### config.mk
export PLATFORM = sky130hd
export DESIGN_NAME = bit_clear_branch_exec
export DESIGN_NICKNAME = d
export VERILOG_FILES = /design/src/verilog/bit_clear_branch_exec.v /design/src/verilog/opcode_decode.v /design/src/verilog/phase_slot_gen.v
export VERILOG_INCLUDE_DIRS = /design/src /design/src/verilog
export SDC_FILE = /design/constraint.sdc
export NUM_CORES = 1
export LEC_CHECK = 0
export BUFFER_PORTS_ARGS = -buffer_cell sky130_fd_sc_hd__buf_2
export CAP_MARGIN = 40
export CORE_ASPECT_RATIO = 0.5
export CORE_MARGIN = 10
export CORE_UTILIZATION = 45
export CTS_BUF_LIST = sky130_fd_sc_hd__clkbuf_16
export CTS_CLUSTER_DIAMETER = 30
export CTS_CLUSTER_SIZE = 24
export DETAILED_ROUTE_END_ITERATION = 7
export PLACE_DENSITY = 0.71
export SLEW_MARGIN = 20
export SYNTH_ARGS = -nofsm -noshare
export SYNTH_HDL_FRONTEND = slang
export SYNTH_SLANG_ARGS = --single-unit
### constraint.sdc
create_clock -name aclk -period 2.99 [get_ports aclk]
set_clock_uncertainty 0.1 [all_clocks]
set_input_delay 0.1495 -clock aclk [delete_from_list [all_inputs] [get_ports aclk]]
set_output_delay 0.1495 -clock aclk [all_outputs]
set_load 0.005 [all_outputs]
### src/verilog/bit_clear_branch_map.vh
// Purpose: constants of the bit-clear and flag-branch execute block
// Assumes: included by bare name, definitions only
// Notes:   register offsets are byte addresses on the AXI4-Lite bus
`ifndef BIT_CLEAR_BRANCH_MAP_VH
`define BIT_CLEAR_BRANCH_MAP_VH

// Register byte offsets
`define OFS_CONTROL        8'h00
`define OFS_BANK_SELECT    8'h04
`define OFS_STATUS         8'h08
`define OFS_LAST_TARGET    8'h0c

// Field positions
`define CONTROL_EXT_BIT    0
`define STATUS_BUSY_BIT    0
`define STATUS_NOP_BIT     1
`define STATUS_KIND_LSB    2
`define STATUS_TAKEN_BIT   5

// Reset values
`define CONTROL_RESET      1'h0
`define BANK_SELECT_RESET  4'h0
`define LAST_TARGET_RESET  21'h00_0000

// Opcode patterns
`define OPC_BIT_CLEAR      4'h9
`define OPC_BRANCH_NEG     8'he6
`define OPC_BRANCH_NC      8'he3
`define OPC_BRANCH_NN      8'he7

// Decoded instruction kinds
`define KIND_NONE          3'h0
`define KIND_BIT_CLEAR     3'h1
`define KIND_BRANCH_NEG    3'h2
`define KIND_BRANCH_NC     3'h3
`define KIND_BRANCH_NN     3'h4

// Phase slots of one instruction cycle
`define SLOT_DECODE        2'h0
`define SLOT_READ          2'h1
`define SLOT_PROCESS       2'h2
`define SLOT_WRITE         2'h3

// Addressing
`define ACCESS_INDEX_MAX   8'h5f
`define ACCESS_SFR_BANK    4'hf

// Bus responses
`define RESP_OKAY          2'h0
`define RESP_SLVERR        2'h2

`endif

### src/verilog/bit_clear_branch_exec.v
// Purpose: executes bit-clear and three flag-conditional relative branches
// Assumes: data memory answers a read in the slot after dm_rd_en
// Notes:   registers reached over AXI4-Lite; four slots per cycle
//
// What this block does
// [RL1] Bit clear zeroes one selected bit of a byte by read-modify-write.
// [RL2] Bank-access bit zero uses access bank, else bank select gives upper bits.
// [RL3] Extended set, access bank, address up to 95: indexed literal offset.
// [RL4] Opcode 1110 0110 branches only when negative flag is one.
// [RL5] Opcode 1110 0011 branches only when carry flag is zero.
// [RL6] Opcode 1110 0111 branches only when negative flag is zero.
// [RL7] Taken branch loads next instruction address plus twice signed offset.
// [RL8] Offset is two's complement, doubled, added to incremented counter.
// [RL9] Branch takes one cycle untaken, two taken; second cycle is idle.
// [RL10] Neither bit clear nor branches change any status flag.
// [RL11] Bit clear: nibble 1001, bits 11-9 position, 8 bank bit, 7-0 address.
//
// Chosen here: the register addresses and the AXI4-Lite register port.
module bit_clear_branch_exec (
	// Clock and reset
	input  wire        aclk,
	input  wire        aresetn,
	// AXI4-Lite write address
	input  wire [7:0]  awaddr,
	input  wire        awvalid,
	output wire        awready,
	// AXI4-Lite write data
	input  wire [31:0] wdata,
	input  wire [3:0]  wstrb,
	input  wire        wvalid,
	output wire        wready,
	// AXI4-Lite write response
	output reg  [1:0]  bresp,
	output reg         bvalid,
	input  wire        bready,
	// AXI4-Lite read address
	input  wire [7:0]  araddr,
	input  wire        arvalid,
	output wire        arready,
	// AXI4-Lite read data
	output reg  [31:0] rdata,
	output reg  [1:0]  rresp,
	output reg         rvalid,
	input  wire        rready,
	// Instruction fetch
	input  wire        instr_valid,
	input  wire [15:0] instr_word,
	input  wire [20:0] instr_pc,
	output wire        instr_ready,
	// Status flags and index base
	input  wire        flag_negative,
	input  wire        flag_carry,
	input  wire [11:0] index_base,
	// Data memory
	output reg  [11:0] dm_addr,
	output reg         dm_rd_en,
	input  wire [7:0]  dm_rdata,
	output reg         dm_wr_en,
	output reg  [7:0]  dm_wdata,
	// Program counter
	output reg         pc_load,
	output reg  [20:0] pc_value,
	// Phase slot
	output wire [1:0]  phase_slot
);
`include "bit_clear_branch_map.vh"

////////////////////////////////////////////////////////////////////////////////
// Helper functions

	// Effective data address of a byte-oriented operand
	function [11:0] data_address;
		input [7:0]  f;
		input        bank_bit;
		input        ext_en;
		input [3:0]  bank;
		input [11:0] base;
		begin
			if (bank_bit)
				data_address = {bank, f}; // RL2
			else if (ext_en && (f <= `ACCESS_INDEX_MAX))
				data_address = base + {4'h0, f}; // RL3
			else if (f <= `ACCESS_INDEX_MAX)
				data_address = {4'h0, f}; // RL2
			else
				data_address = {`ACCESS_SFR_BANK, f}; // RL2
		end
	endfunction

	// Address of the following instruction plus twice the signed offset
	function [20:0] branch_target;
		input [20:0] pc;
		input [7:0]  n;
		begin
			branch_target = pc + 21'h00_0002
				+ {{12{n[7]}}, n, 1'b0}; // RL7 RL8
		end
	endfunction

////////////////////////////////////////////////////////////////////////////////
// Slot divider and decoder

	wire       slot_start;
	wire [2:0] decoded_kind;

	phase_slot_gen slots (
		.aclk       (aclk),
		.aresetn    (aresetn),
		.slot       (phase_slot),
		.slot_start (slot_start)
	);

	opcode_decode decoder (
		.word (instr_word),
		.kind (decoded_kind)
	);

////////////////////////////////////////////////////////////////////////////////
// Software registers

	reg        ext_enable;
	reg [3:0]  bank_select_register;
	reg [20:0] last_target;
	reg        last_taken;

	reg        aw_held;
	reg [7:0]  aw_addr_q;
	reg        w_held;
	reg [31:0] w_data_q;
	reg [3:0]  w_strb_q;

	assign awready = !aw_held && !bvalid;
	assign wready  = !w_held && !bvalid;
	assign arready = !rvalid;

	wire do_write = aw_held && w_held && !bvalid;

	always @(posedge aclk)
	begin
		if (!aresetn)
		begin
			aw_held              <= 1'b0;
			aw_addr_q            <= 8'h00;
			w_held               <= 1'b0;
			w_data_q             <= 32'h0000_0000;
			w_strb_q             <= 4'h0;
			bvalid               <= 1'b0;
			bresp                <= `RESP_OKAY;
			ext_enable           <= `CONTROL_RESET;
			bank_select_register <= `BANK_SELECT_RESET;
		end
		else
		begin
			if (awvalid && awready)
			begin
				aw_held   <= 1'b1;
				aw_addr_q <= awaddr;
			end
			if (wvalid && wready)
			begin
				w_held   <= 1'b1;
				w_data_q <= wdata;
				w_strb_q <= wstrb;
			end
			if (do_write)
			begin
				aw_held <= 1'b0;
				w_held  <= 1'b0;
				bvalid  <= 1'b1;
				bresp   <= `RESP_OKAY;
				case (aw_addr_q)
					`OFS_CONTROL:
					begin
						if (w_strb_q[0])
							ext_enable <= w_data_q[`CONTROL_EXT_BIT];
					end
					`OFS_BANK_SELECT:
					begin
						if (w_strb_q[0])
							bank_select_register <= w_data_q[3:0];
					end
					// Status and target are read-only; writes are dropped
					`OFS_STATUS, `OFS_LAST_TARGET:
						bresp <= `RESP_OKAY;
					default:
						bresp <= `RESP_SLVERR;
				endcase
			end
			else if (bvalid && bready)
				bvalid <= 1'b0;
		end
	end

////////////////////////////////////////////////////////////////////////////////
// Execute sequence

	reg        active;
	reg        nop_cycle;
	reg        take_pending;
	reg [2:0]  op_kind;
	reg [2:0]  last_kind;
	reg [15:0] op_word;
	reg [20:0] op_pc;

	// Fetch is held off while an instruction or its idle cycle runs
	assign instr_ready = slot_start && !active && !nop_cycle; // RL9

	wire [2:0] bit_pos   = op_word[11:9];
	wire       cond_true = (op_kind == `KIND_BRANCH_NEG) ? flag_negative : // RL4
	                       (op_kind == `KIND_BRANCH_NC)  ? !flag_carry :   // RL5
	                       (op_kind == `KIND_BRANCH_NN)  ? !flag_negative : // RL6
	                       1'b0;
	wire       is_branch = (op_kind == `KIND_BRANCH_NEG) ||
	                       (op_kind == `KIND_BRANCH_NC) ||
	                       (op_kind == `KIND_BRANCH_NN);

	always @(posedge aclk)
	begin
		if (!aresetn)
		begin
			active       <= 1'b0;
			nop_cycle    <= 1'b0;
			take_pending <= 1'b0;
			op_kind      <= `KIND_NONE;
			last_kind    <= `KIND_NONE;
			op_word      <= 16'h0000;
			op_pc        <= 21'h00_0000;
			dm_addr      <= 12'h000;
			dm_rd_en     <= 1'b0;
			dm_wr_en     <= 1'b0;
			dm_wdata     <= 8'h00;
			pc_load      <= 1'b0;
			pc_value     <= 21'h00_0000;
			last_target  <= `LAST_TARGET_RESET;
			last_taken   <= 1'b0;
		end
		else
		begin
			dm_rd_en <= 1'b0;
			dm_wr_en <= 1'b0;
			pc_load  <= 1'b0;
			case (phase_slot)
				`SLOT_DECODE:
				begin
					if (instr_ready && instr_valid)
					begin
						active    <= (decoded_kind != `KIND_NONE);
						op_kind   <= decoded_kind;
						last_kind <= decoded_kind;
						op_word   <= instr_word;
						op_pc     <= instr_pc;
						if (decoded_kind == `KIND_BIT_CLEAR)
						begin
							// Read the target byte in the read slot
							dm_addr  <= data_address(instr_word[7:0], instr_word[8],
								ext_enable, bank_select_register, index_base); // RL1
							dm_rd_en <= 1'b1; // RL1
						end
					end
				end
				`SLOT_READ:
					take_pending <= 1'b0;
				`SLOT_PROCESS:
				begin
					if (active && (op_kind == `KIND_BIT_CLEAR))
					begin
						// Only the data byte is written; flags are left alone
						dm_wdata <= dm_rdata & ~(8'h01 << bit_pos); // RL1 RL10
						dm_wr_en <= 1'b1; // RL1
					end
					if (active && is_branch)
					begin
						take_pending <= cond_true;
						last_taken   <= cond_true;
						if (cond_true)
						begin
							pc_value    <= branch_target(op_pc, op_word[7:0]); // RL7
							last_target <= branch_target(op_pc, op_word[7:0]); // RL8
							pc_load     <= 1'b1; // RL7
						end
					end
				end
				`SLOT_WRITE:
				begin
					active <= 1'b0;
					// Taken branch spends the next whole cycle idle
					if (nop_cycle)
						nop_cycle <= 1'b0; // RL9
					else if (active && take_pending)
						nop_cycle <= 1'b1; // RL9
				end
				default:
					active <= 1'b0;
			endcase
		end
	end

////////////////////////////////////////////////////////////////////////////////
// Register read port

	reg [31:0] read_value;
	reg [1:0]  read_resp;

	always @*
	begin
		read_value = 32'h0000_0000;
		read_resp  = `RESP_OKAY;
		case (araddr)
			`OFS_CONTROL:
				read_value[`CONTROL_EXT_BIT] = ext_enable;
			`OFS_BANK_SELECT:
				read_value[3:0] = bank_select_register;
			`OFS_STATUS:
			begin
				read_value[`STATUS_BUSY_BIT]  = active;
				read_value[`STATUS_NOP_BIT]   = nop_cycle;
				read_value[`STATUS_KIND_LSB+2:`STATUS_KIND_LSB] = last_kind;
				read_value[`STATUS_TAKEN_BIT] = last_taken;
			end
			`OFS_LAST_TARGET:
				read_value[20:0] = last_target;
			default:
				read_resp = `RESP_SLVERR;
		endcase
	end

	always @(posedge aclk)
	begin
		if (!aresetn)
		begin
			rvalid <= 1'b0;
			rdata  <= 32'h0000_0000;
			rresp  <= `RESP_OKAY;
		end
		else if (arvalid && arready)
		begin
			rvalid <= 1'b1;
			rdata  <= read_value;
			rresp  <= read_resp;
		end
		else if (rvalid && rready)
			rvalid <= 1'b0;
	end
endmodule

### src/verilog/opcode_decode.v
// Purpose: classifies a 16-bit instruction word
// Assumes: word is stable while decoded
// Notes:   every other opcode reads as no kind and is ignored
module opcode_decode (
	// Instruction
	input  wire [15:0] word,
	// Decoded kind
	output reg  [2:0]  kind
);
`include "bit_clear_branch_map.vh"

	always @*
	begin
		kind = `KIND_NONE;
		if (word[15:12] == `OPC_BIT_CLEAR)
			kind = `KIND_BIT_CLEAR; // RL11
		else if (word[15:8] == `OPC_BRANCH_NEG)
			kind = `KIND_BRANCH_NEG; // RL4
		else if (word[15:8] == `OPC_BRANCH_NC)
			kind = `KIND_BRANCH_NC; // RL5
		else if (word[15:8] == `OPC_BRANCH_NN)
			kind = `KIND_BRANCH_NN; // RL6
	end
endmodule

### src/verilog/phase_slot_gen.v
// Purpose: divides the clock into four phase slots per instruction cycle
// Assumes: one slot per aclk cycle
// Notes:   slot_start pulses in the decode slot
module phase_slot_gen (
	// Clock and reset
	input  wire       aclk,
	input  wire       aresetn,
	// Slot outputs
	output reg  [1:0] slot,
	output wire       slot_start
);
`include "bit_clear_branch_map.vh"

	assign slot_start = (slot == `SLOT_DECODE);

	always @(posedge aclk)
	begin
		if (!aresetn)
			slot <= `SLOT_DECODE;
		else
			slot <= slot + 2'h1;
	end
endmodule
# Word level (Yosys, flattened, before mapping)
# Index checks and enable logic that the tools add are counted.
dict set report totals {
  ff_bits 133
  input_bits 119
  out_inout_bits 88
  wordCells 133
}
dict set report classes {
  n_addsub 4
  magnitude_cmp 1
  eq_ne 20
  shifts 1
  muxes 29
  bitwise_logic 3
  reduce_logical 49
}
# cell count
set ops {}
lappend ops {{12-bit 2-to-1 mux} 3}
lappend ops {{8-bit by 4-bit == test with 1-bit output (second input constant)} 4}
lappend ops {{8-bit == test (second input constant)} 3}
lappend ops {{21-bit by 2-bit adder with 21-bit output (second input constant)} 1}
lappend ops {{21-bit adder} 1}
lappend ops {{3-bit AND reduction} 6}
lappend ops {{8-bit by 3-bit == test with 1-bit output (second input constant)} 2}
lappend ops {{1-bit logical AND} 16}
lappend ops {{8-bit logical NOT} 2}
lappend ops {{15-bit 2-to-1 mux} 1}
lappend ops {{1-bit 2-to-1 mux} 14}
lappend ops {{12-bit by 8-bit adder with 12-bit output} 1}
lappend ops {{3-bit 2-to-1 mux} 4}
lappend ops {{2-bit AND reduction} 6}
lappend ops {{3-bit case mux with 3 select lines} 1}
lappend ops {{8-bit bitwise AND} 1}
lappend ops {{8-bit by 7-bit <= comparator with 1-bit output (second input constant)} 1}
lappend ops {{1-bit logical NOT} 8}
lappend ops {{8-bit NOT} 1}
lappend ops {{2-bit nonzero test} 4}
lappend ops {{4-bit OR reduction} 2}
lappend ops {{1-bit by 3-bit left shift with 8-bit output (first input constant)} 1}
lappend ops {{3-bit by 1-bit == test with 1-bit output (second input constant)} 2}
lappend ops {{3-bit by 2-bit == test with 1-bit output (second input constant)} 2}
lappend ops {{other kinds (16)} 20}

# Logic depth before layout (Yosys ltp)
# Gate-level depths: netlist of run 1.
dict set report depth {
  depth_word 8
  mapped_depth 11
  ltp_nobuf 11
}

# Cells and area by module
# Synthesis of run 1 repeated with hierarchy kept, for this count alone.
dict set report unflattened {
  cells_unflattened 813
  hier_area_um2 6740.2
}
# module instances cells_each area_each_um2 seq_area_each_um2
set by_module_without_submodules {}
lappend by_module_without_submodules {bit_clear_branch_exec 1 797 6591.3 2562.5}
lappend by_module_without_submodules {phase_slot_gen 1 7 80.1 40.0}
lappend by_module_without_submodules {opcode_decode 1 9 68.8 0.0}

# Worst setup path before layout of run 1
# OpenSTA, ideal clock, no wires.
dict set report synth_path {
  path_kind {reg-to-reg}
  startpoint {register op_word[7]}
  endpoint {register last_target[19]}
  setup_time_ns 0.086
  t_arrival_ns 2.614
  required_ns 2.804
  slack_ns 0.191
  path_stages_with_launch 9
  path_buffers 1
  synth_period_minus_slack_ns 2.799
  path_cell_list {dfxtp_1 ha_1 ha_1 buf_6 a21o_1 a221o_1 or4_1 o2111a_1 a211oi_1}
}
dict set report synth_between {
  elab_chain_len 1
}
# element line_no
set synth_rtl {}
lappend synth_rtl {{start: declaration} bit_clear_branch_exec.v:202} ;# reg [15:0] op_word;
lappend synth_rtl {{start signal: assignment} bit_clear_branch_exec.v:250} ;# op_word <= instr_word;
lappend synth_rtl {{21-bit adder} bit_clear_branch_exec.v:96} ;# + {{12{n[7]}}, n, 1'b0};
lappend synth_rtl {{end signal: assignment} bit_clear_branch_exec.v:234} ;# last_target <= `LAST_TARGET_RESET;
lappend synth_rtl {{end signal: assignment} bit_clear_branch_exec.v:278} ;# last_target <= branch_target(op_pc, op_word[7:0]);
lappend synth_rtl {{end: declaration} bit_clear_branch_exec.v:123} ;# reg [20:0] last_target;
# Every way passes these cells.
# A chain may end at the register's enable or synchronous reset.

# Worst setup path after layout of run 1
# Same ends and word-level chain as after synthesis.

==> results of run 1 <==
## worst paths after layout
kind | from | end
worst max-delay path | op_word[7] | last_target[19]
worst min-delay path | index_base[11] | dm_addr[11]
worst max register to register | op_word[7] | last_target[19]
worst min register to register | dm_wdata[7] | dm_wdata[7]
## cells by family after synthesis
family,count (synthesis),share of synthesized area (%)
AND/OR/NAND/NOR,298,20.6
AO/OA/AOI/OAI,209,19.5
flip-flops,130,39.1
buffers and inverters,71,5.06
adder cells (fa/ha/maj),51,9.82
multiplexers,21,3.42
XOR/XNOR,18,2.37
other,1,0.0564
## power by group through the flow
stage | Sequential (mW) | Clock (mW) | Combinational, mW
after floorplan | 1.85 | 0 | 0.358
after global routing | 1.83 | 2.34 | 0.646
after CTS | 1.83 | 2.27 | 0.572
after global placement | 1.86 | 0 | 0.493
final | 1.83 | 2.23 | 0.574
after detailed placement | 1.87 | 0 | 0.506
## layer usage
layer,track usage (%),part of all wire [%],vias up
li1,-,-,3224
met1,21.4,43,3045
met5,0,0,-
met2,32.3,50,179
met4,6.37,1.5,0
met3,4.99,6.0,25
## flip-flops by register name, summed over array words and instances, names as in the netlist, 2 cells and up
signal / cells
last_target: 21
aw_addr_q: 8
w_data_q: 4
slots.slot: 2
last_kind: 3
op_pc: 21
bank_select_register: 4
op_word: 11
dm_addr: 12
rdata: 21
dm_wdata: 8
## through the flow
| stage | worst slack, ns | area (um2) |
|---|---|---|
| final | 0.122 | 8820 |
| after global routing | 0.0202 | 8820 |
| after CTS | 0.0991 | 8820 |
| after detailed placement | 0.143 | 7570 |
| after global placement | 0.218 | 7570 |
| after floorplan | 0.191 | 6700 |
## cell usage after synthesis (8+ instances only)
cell type / instances / area (um2)
dfxtp_1: 130 / 2600
mux2i_1: 16 / 160
nor3_1: 12 / 60.1
a22oi_1: 19 / 143
nor2_1: 75 / 282
o211ai_1: 11 / 82.6
buf_4: 14 / 105
a21o_1: 10 / 75.1
clkbuf_1: 34 / 128
nand2_1: 139 / 522
inv_1: 16 / 60.1
o21ai_0: 37 / 185
a21oi_1: 83 / 415
xnor2_1: 12 / 105
nand3_1: 17 / 85.1
ha_1: 49 / 613
a211oi_1: 8 / 60.1
## tightest hold or removal path: stages
cell and delay, ns:
buf_2 0.10, nand3_1 0.06, mux2i_1 0.11, or2_2 0.11
## cell type report
class | instances | area [um2]
clock inverters | 15 | 208
well taps | 198 | 248
clock buffers | 17 | 425
flip-flops and latches | 130 | 2600
repair buffers | 235 | 1510
multi-input cells | 610 | 3760
inverters | 17 | 65.1
fillers | 1275 | 5650
## what timing repair did
action	CTS	global route
gates resized for setup	0	1
hold buffers	61	0
hold endpoints to repair	66	0
endpoints found under the setup margin	0	1
==> results.toml, run 1 <==
[timing]
period_minus_slack_ns = 2.87
drv_slew = 0
finalHoldViolCount = 0
holdWs_ns = 0.0453
maxSlewHeadroom_pct = 47.8
worst_slew_pin_slew_ns = 0.780
fin_tns_setup_ns = 0
min_period_over_period_pct = 95.9
rsz0062_at_grt = "no"
setup-violations-final = 0
fmax_mhz = 349

[critical_path]
cp.depth = 7
critical_path_peak_fanout = 10
critPathSlowestCell = "dfxtp_1"
critPathArrivalTime_ns = 3.11
slowest_delay_ns = 0.52
cpMostUsedCell = "ha_1"
endpoint_kind = "flip-flop"
crit_family = "compound AO/OA/AOI/OAI gates"
cp-start-kind = "flip-flop"
reg2reg_depth = 7
critPathKind = "reg -> reg"
path_buf_inv = 0
path_cells = "ha_1 > ha_1 > a21o_1 > a221o_1 > or4_1 > o2111a_1 > a211oi_1"
r2r_slack_ns = 0.12
critPathRequiredTime_ns = 3.23

[clock_tree]
cts_tree = "done"
post_cts_buffers = 0
clk_latency_ns = 0.42
clk_pin_slew_ns = 0.06
cts_made_buffers = 17
root_buffer = "clkbuf_16"
clk_path_buf_depth = 2
cts.sinks = 130
htree_levels = 4

[floorplan]
die_w_um = 192
rows = 31
start_util_pct = 46.0
coreArea_um2 = 14500
dieArea_um2 = 20300
boundaryPins = 207
die_y_um = 106

[logic_synthesis]
netlist_area_um2 = 6650
synth_area_per_cell_um2 = 8.32
ys.flop_type = "dfxtp_1"
synth_cell_type_count = 67
yosysWarnings = 0
synthCells = 799
synth_edf_count = 0
synth_seq_cells = 130
ys_async_sr_fraction_pct = 0
synth.yosys.seq_area_share_pct = 39.1

[drt]
ant_nets = 0
drc = 0
post_drt_wl_per_cell_um = 15.9
vias_per_cell = 5.30
num_vias = 6473
drt_wl_total_mm = 19.4
first_pass_iters = 5
drt_iter0_drc = 310

[grt]
grt_use_total_pct = 18.5
grt_pass1_wl_mm = 31.1
antenna_found_initial = 0
grt_pass1_vias = 6338
overflow = 0
grt_max_degree = 73

[power]
p_clk_share_pct = 48.2
p_int_mw = 3.45
ir_drop_v = 0.000362
combPwrFrac_pct = 12.4
seq_power_share_pct = 39.5
switching_power_mw = 1.18
swShare_pct = 25.5
p_leak_nw = 3.99
power.density_nw_per_um2 = 526
power.total_mw = 4.64

[hold_path]
hold_class = "in -> reg"
hold_depth = 4

[layout]
fin_nets = 1181
drive_gt1_share_pct = 21.8
final_cells = 1222
diodes = 0
mostFrequentLayoutCells = "buf_2 (162), nand2_1 (139), dfxtp_1 (130)"
final_util_pct = 61.0
area_growth_syn_to_layout_pct = 32.6
mostFrequentLayoutCell = "buf_2"

[placed_design]
dp.cells = 1129
gp_congestion = 0.826
portBuffers = 162
hpwlAfterDp_mm = 13.9

[job]
drv_cap = 0

[outcome]
outcome = "finished clean"
No activity file was read; power rests on OpenSTA's default activity.
==> inputs of run 2 (changes only) <==
--- a/config.mk
+++ b/config.mk
@@ -10,12 +10,12 @@
 export CAP_MARGIN = 40
 export CORE_ASPECT_RATIO = 0.5
 export CORE_MARGIN = 10
-export CORE_UTILIZATION = 45
+export CORE_UTILIZATION = 47
 export CTS_BUF_LIST = sky130_fd_sc_hd__clkbuf_16
 export CTS_CLUSTER_DIAMETER = 30
 export CTS_CLUSTER_SIZE = 24
 export DETAILED_ROUTE_END_ITERATION = 7
-export PLACE_DENSITY = 0.71
+export PLACE_DENSITY = 0.74
 export SLEW_MARGIN = 20
 export SYNTH_ARGS = -nofsm -noshare
 export SYNTH_HDL_FRONTEND = slang
==> constraint.sdc (replaced) <==
create_clock -name aclk -period 2.99 [get_ports aclk]
set_clock_uncertainty 0.1 [all_clocks]
set_input_delay 0.4485 -clock aclk [delete_from_list [all_inputs] [get_ports aclk]]
set_output_delay 0.4485 -clock aclk [all_outputs]
set_load 0.005 [all_outputs]
==> run 2 against run 1 <==
  * Maximum frequency grew 0.56%
  * Worst hold slack better by 0.071 ns
  * Wire length is 6.2% lower
  * Final cell count fell by 5.3%
  * Non-clock buffer count shrank 59
  * Clock-buffer cell count unchanged
  * Register-to-register slack better by 0.02 ns
  * Critical path type unchanged
  * Critical endpoint unchanged
  * Highest routed layer unchanged
==> results.toml, run 2 (synthesis gave the netlist of run 1 again) <==
[power]
ir_drop_v = 0.000338
power.density_nw_per_um2 = 547
p_leak_nw = 3.74

[job]
drv_cap = 0

[placed_design]
portBuffers = 162
dpl-instance-area_um2 = 7590
hpwlAfterDp_mm = 13.9
gp_congestion = 0.843

[critical_path]
reg2reg_depth = 7
r2r_slack_ns = 0.14
critPathRequiredTime_ns = 3.22
r2r_end = "last_target[19]"
critPathArrivalTime_ns = 3.08
critPathKind = "reg -> reg"
critical_path_peak_fanout = 10
endpoint_kind = "flip-flop"
critPathCapture = "last_target[19]"
crit-reg2reg-launch = "op_word[7]"
slowest_delay_ns = 0.46
critPathSlowestCell = "dfxtp_2"
crit_family = "compound AO/OA/AOI/OAI gates"
cp-startpoint = "op_word[7]"
cpMostUsedCell = "ha_1"
cp-start-kind = "flip-flop"
path_buf_inv = 0
cp.depth = 7
path_cells = "ha_1 > ha_1 > a21o_1 > a221o_1 > or4_1 > o2111a_1 > a211oi_1"

[floorplan]
die_y_um = 104
die_w_um = 188
start_util_pct = 48.5
coreArea_um2 = 13700
boundaryPins = 207
rows = 30
dieArea_um2 = 19600

[drt]
drt_wl_total_mm = 18.2
vias_per_cell = 5.32
drc = 0
post_drt_wl_per_cell_um = 15.7
num_vias = 6153
ant_nets = 0
first_pass_iters = 5
drt_iter0_drc = 395

[layout]
finish.instance_area_um2 = 8200
mostFrequentLayoutCells = "buf_2 (162), nand2_1 (139), dfxtp_1 (129)"
reg.largest.list = "last_target: 21 flops, op_pc: 21 flops, rdata: 21 flops"
final_util_pct = 59.9
fin_nets = 1122
area_growth_syn_to_layout_pct = 23.4
mostFrequentLayoutCell = "buf_2"
diodes = 0
drive_gt1_share_pct = 23.4

[grt]
grt_pass1_vias = 6015
grt_max_degree = 44
overflow = 0
grt_pass1_wl_mm = 29.3
grt_use_total_pct = 17.9
antenna_found_initial = 0

[timing]
holdWs_ns = 0.116
fin_tns_setup_ns = 0
rsz0062_at_grt = "no"
worst_slew_pin_slew_ns = 0.704
setup-violations-final = 0
finalHoldViolCount = 0
period_minus_slack_ns = 2.85
min_period_over_period_pct = 95.4
maxSlewHeadroom_pct = 52.9
drv_slew = 0
fmax_mhz = 351

[hold_path]
hold_depth = 2
hold_class = "in -> reg"

[clock_tree]
cts_hold_buf = 0
cts_made_buffers = 17
cts_tree = "done"
clk_pin_slew_ns = 0.06
cts.sinks = 130
clk_path_buf_depth = 2
root_buffer = "clkbuf_16"
htree_levels = 4
clk_latency_ns = 0.42

[outcome]
outcome = "finished clean"
-- run 2: how the worst min path moves through the flow --
| stage | start | endpoint | slack [ns] |
|---|---|---|---|
| finish | rready | rvalid | 0.12 |
| CTS | rready | rvalid | 0.11 |
| floorplan | op_pc[0] | op_pc[0] | 0.34 |
| detailed placement | dm_wdata[2] | dm_wdata[2] | 0.34 |
| global placement | dm_wdata[2] | dm_wdata[2] | 0.34 |
| global route | rready | rvalid | 0.12 |
-- run 2: layout make-up --
cell class	count	area (um2)
Clock buffer	17	425
Clock inverter	15	183
Fill cell	1231	5500
Inverter	17	65.1
Multi-Input combinational cell	610	3760
Sequential cell	130	2600
Tap cell	192	240
Timing Repair Buffer	176	928
-- run 2: per-layer routing --
| layer | track usage [%] | wire, um |
|---|---|---|
| met5 | 0 | 0 |
| met1 | 20.4 | 7940 |
| met4 | 6.41 | 291 |
| met2 | 30.8 | 8900 |
| met3 | 5.56 | 1090 |
-- run 2: worst register-to-register path: cells and delay by family, from the launching register on --
kind | cells | cell delay, ns
DFF | 1 | 0.46
adders and majority gates | 2 | 0.71
and+or+nand+nor | 1 | 0.44
AOI/OAI and AO/OA | 4 | 1.05
-- run 2: timing repair --
action | in CTS | in global routing
endpoints found under the setup margin | 0 | 3
setup buffers | 0 | 0
resized for setup | 0 | 1
-- run 2: power breakdown --
part	internal (mW)	switching (mW)	leakage, nW
sequential	1.79	0.0416	1.06
combinational	0.213	0.299	2.40
clock	1.32	0.824	0.292
-- run 2: stage by stage --
stage          instances  power (mW)  setup WS, ns
6_report            1157        4.49         0.138
5_1_grt             1157        4.66        0.0101
4_1_cts             1157        4.51        0.0308
3_5_place_dp        1125        2.37        0.0730
3_3_place_gp        1125        2.36         0.150
2_1_floorplan        811        2.21         0.191
==> inputs of run 3 (changes only) <==
--- a/config.mk
+++ b/config.mk
@@ -10,12 +10,12 @@
 export CAP_MARGIN = 40
 export CORE_ASPECT_RATIO = 0.5
 export CORE_MARGIN = 10
-export CORE_UTILIZATION = 47
+export CORE_UTILIZATION = 50
 export CTS_BUF_LIST = sky130_fd_sc_hd__clkbuf_16
 export CTS_CLUSTER_DIAMETER = 30
 export CTS_CLUSTER_SIZE = 24
 export DETAILED_ROUTE_END_ITERATION = 7
-export PLACE_DENSITY = 0.74
+export PLACE_DENSITY = 0.75
 export SLEW_MARGIN = 20
 export SYNTH_ARGS = -nofsm -noshare
 export SYNTH_HDL_FRONTEND = slang
==> constraint.sdc (replaced) <==
create_clock -name aclk -period 3.25 [get_ports aclk]
set_clock_uncertainty 0.1 [all_clocks]
set_input_delay 0.4875 -clock aclk [delete_from_list [all_inputs] [get_ports aclk]]
set_output_delay 0.4875 -clock aclk [all_outputs]
set_load 0.005 [all_outputs]
==> run 3 against run 2 <==
  * Global-route usage grew 1.3 points
  * Cell area shrank 1.2%
  * Clock-buffer cell count is the same
==> results.toml, run 3 (synthesis gave the netlist of run 1 again) <==
[critical_path]
critical_path_peak_fanout = 9
critPathArrivalTime_ns = 3.17
cp-start-kind = "flip-flop"
critPathRequiredTime_ns = 3.48
critPathKind = "reg -> reg"
endpoint_kind = "flip-flop"

[placed_design]
gp_congestion = 0.861
preCtsSetupSlack_ns = 0.340
dpl-instance-area_um2 = 7530
portBuffers = 162
dp.cells = 1100
hpwlAfterDp_mm = 13.8

[layout]
mostFrequentLayoutCells = "buf_2 (162), nand2_1 (139), dfxtp_1 (130)"
mostFrequentLayoutCell = "buf_2"
diodes = 0
drive_gt1_share_pct = 23.1
reg.largest.list = "last_target: 21 flops, op_pc: 21 flops, rdata: 21 flops"
final_util_pct = 63.1
finish.instance_area_um2 = 8110
fill_cells = 1147
final_cells = 1132
fin_nets = 1119
area_growth_syn_to_layout_pct = 21.9

[timing]
min_period_over_period_pct = 90.5
drv_slew = 0
maxSlewHeadroom_pct = 48.6
setup-violations-final = 0
period_minus_slack_ns = 2.94
fin_tns_setup_ns = 0
worst_slack_ns = 0.307
rsz0062_at_grt = "no"
finalHoldViolCount = 0
fmax_mhz = 340
worst_slew_pin_slew_ns = 0.772

[drt]
num_vias = 6188
drt_iter0_drc = 355
ant_nets = 0
post_drt_wl_per_cell_um = 16.3
vias_per_cell = 5.47
first_pass_iters = 5
drc = 0
drt_wl_total_mm = 18.4

[outcome]
outcome = "finished clean"

[clock_tree]
clk_pin_slew_ns = 0.06
clk_path_buf_depth = 2
cts.sinks = 130
cts_resized = 0
cts_tree = "done"
cts_hold_buf = 0
clk_latency_ns = 0.42
post_cts_buffers = 0
root_buffer = "clkbuf_16"
htree_levels = 4
cts_made_buffers = 17

[power]
p_leak_nw = 3.70
ir_drop_v = 0.000360
power.density_nw_per_um2 = 497

[floorplan]
dieArea_um2 = 18600
die_y_um = 102
rows = 29
coreArea_um2 = 12800
boundaryPins = 207
start_util_pct = 51.8
die_w_um = 183

[grt]
grt_use_total_pct = 19.2
grt_pass1_wl_mm = 29.3
grt_max_degree = 70
grt_pass1_vias = 5899
overflow = 0
antenna_found_initial = 0

[job]
drv_cap = 0

[hold_path]
hold_class = "in -> reg"
-- run 3: cell types whose count changed in the layout (fill, tap and decap cells not counted), sizes merged --
| cell | previous run | this run |
|---|---|---|
| bufinv | 3 | 1 |
| buf | 176 | 173 |
| inv | 21 | 23 |
-- run 3: path summary, 6_finish.rpt --
| check | depth (start not counted) | to | slack, ns | startpoint |
|---|---|---|---|---|
| hold reg to reg | 2 | dm_wdata[4] | 0.35 | dm_wdata[4] |
| setup / recovery | 9 | last_target[18] | 0.31 | op_word[7] |
| setup reg to reg | 9 | last_target[18] | 0.31 | op_word[7] |
| hold / removal | 2 | rvalid | 0.15 | rready |
-- run 3: metal layers --
| metal | vias up | global-route usage (%) | wire length [um] |
|---|---|---|---|
| met5 | - | 0 | 0 |
| met3 | 21 | 4.89 | 1120 |
| li1 | 3099 | - | - |
| met4 | 0 | 6.76 | 211 |
| met1 | 2912 | 22.8 | 8010 |
| met2 | 156 | 33.4 | 9060 |
-- run 3: power breakdown --
| group | switching, mW | internal, mW | leakage [nW] | total (mW) |
|---|---|---|---|---|
| Clock | 0.802 | 1.07 | 0.273 | 1.88 |
| Combinational | 0.275 | 0.192 | 2.38 | 0.467 |
| Sequential | 0.0391 | 1.64 | 1.06 | 1.68 |
| Total | 1.12 | 2.91 | 3.70 | 4.03 |
-- run 3: final cells by class --
class,count,area (um2),share of cell area [%]
Timing Repair Buffer,173,893,11.0
Multi-Input combinational cell,610,3760,46.4
Sequential cell,130,2600,32.1
Tap cell,170,213,2.62
Clock inverter,15,149,1.84
Inverter,17,65.1,0.803
Clock buffer,17,425,5.25
-- run 3: metrics by stage --
stage	total power, mW	hold WS [ns]
2_1_floorplan	2.04	0.336
4_1_cts	4.05	0.135
3_3_place_gp	2.16	0.336
3_5_place_dp	2.18	0.340
6_report	4.03	0.147
5_1_grt	4.19	0.160
-- run 3: critical path, cell delays in order (launching register included) --
cell,delay (ns)
dfxtp_1,0.53
buf_4,0.22
ha_1,0.23
ha_1,0.39
a21o_1,0.23
a21oi_1,0.12
o22a_1,0.23
o21ai_0,0.37
a311oi_1,0.17
o32ai_1,0.26
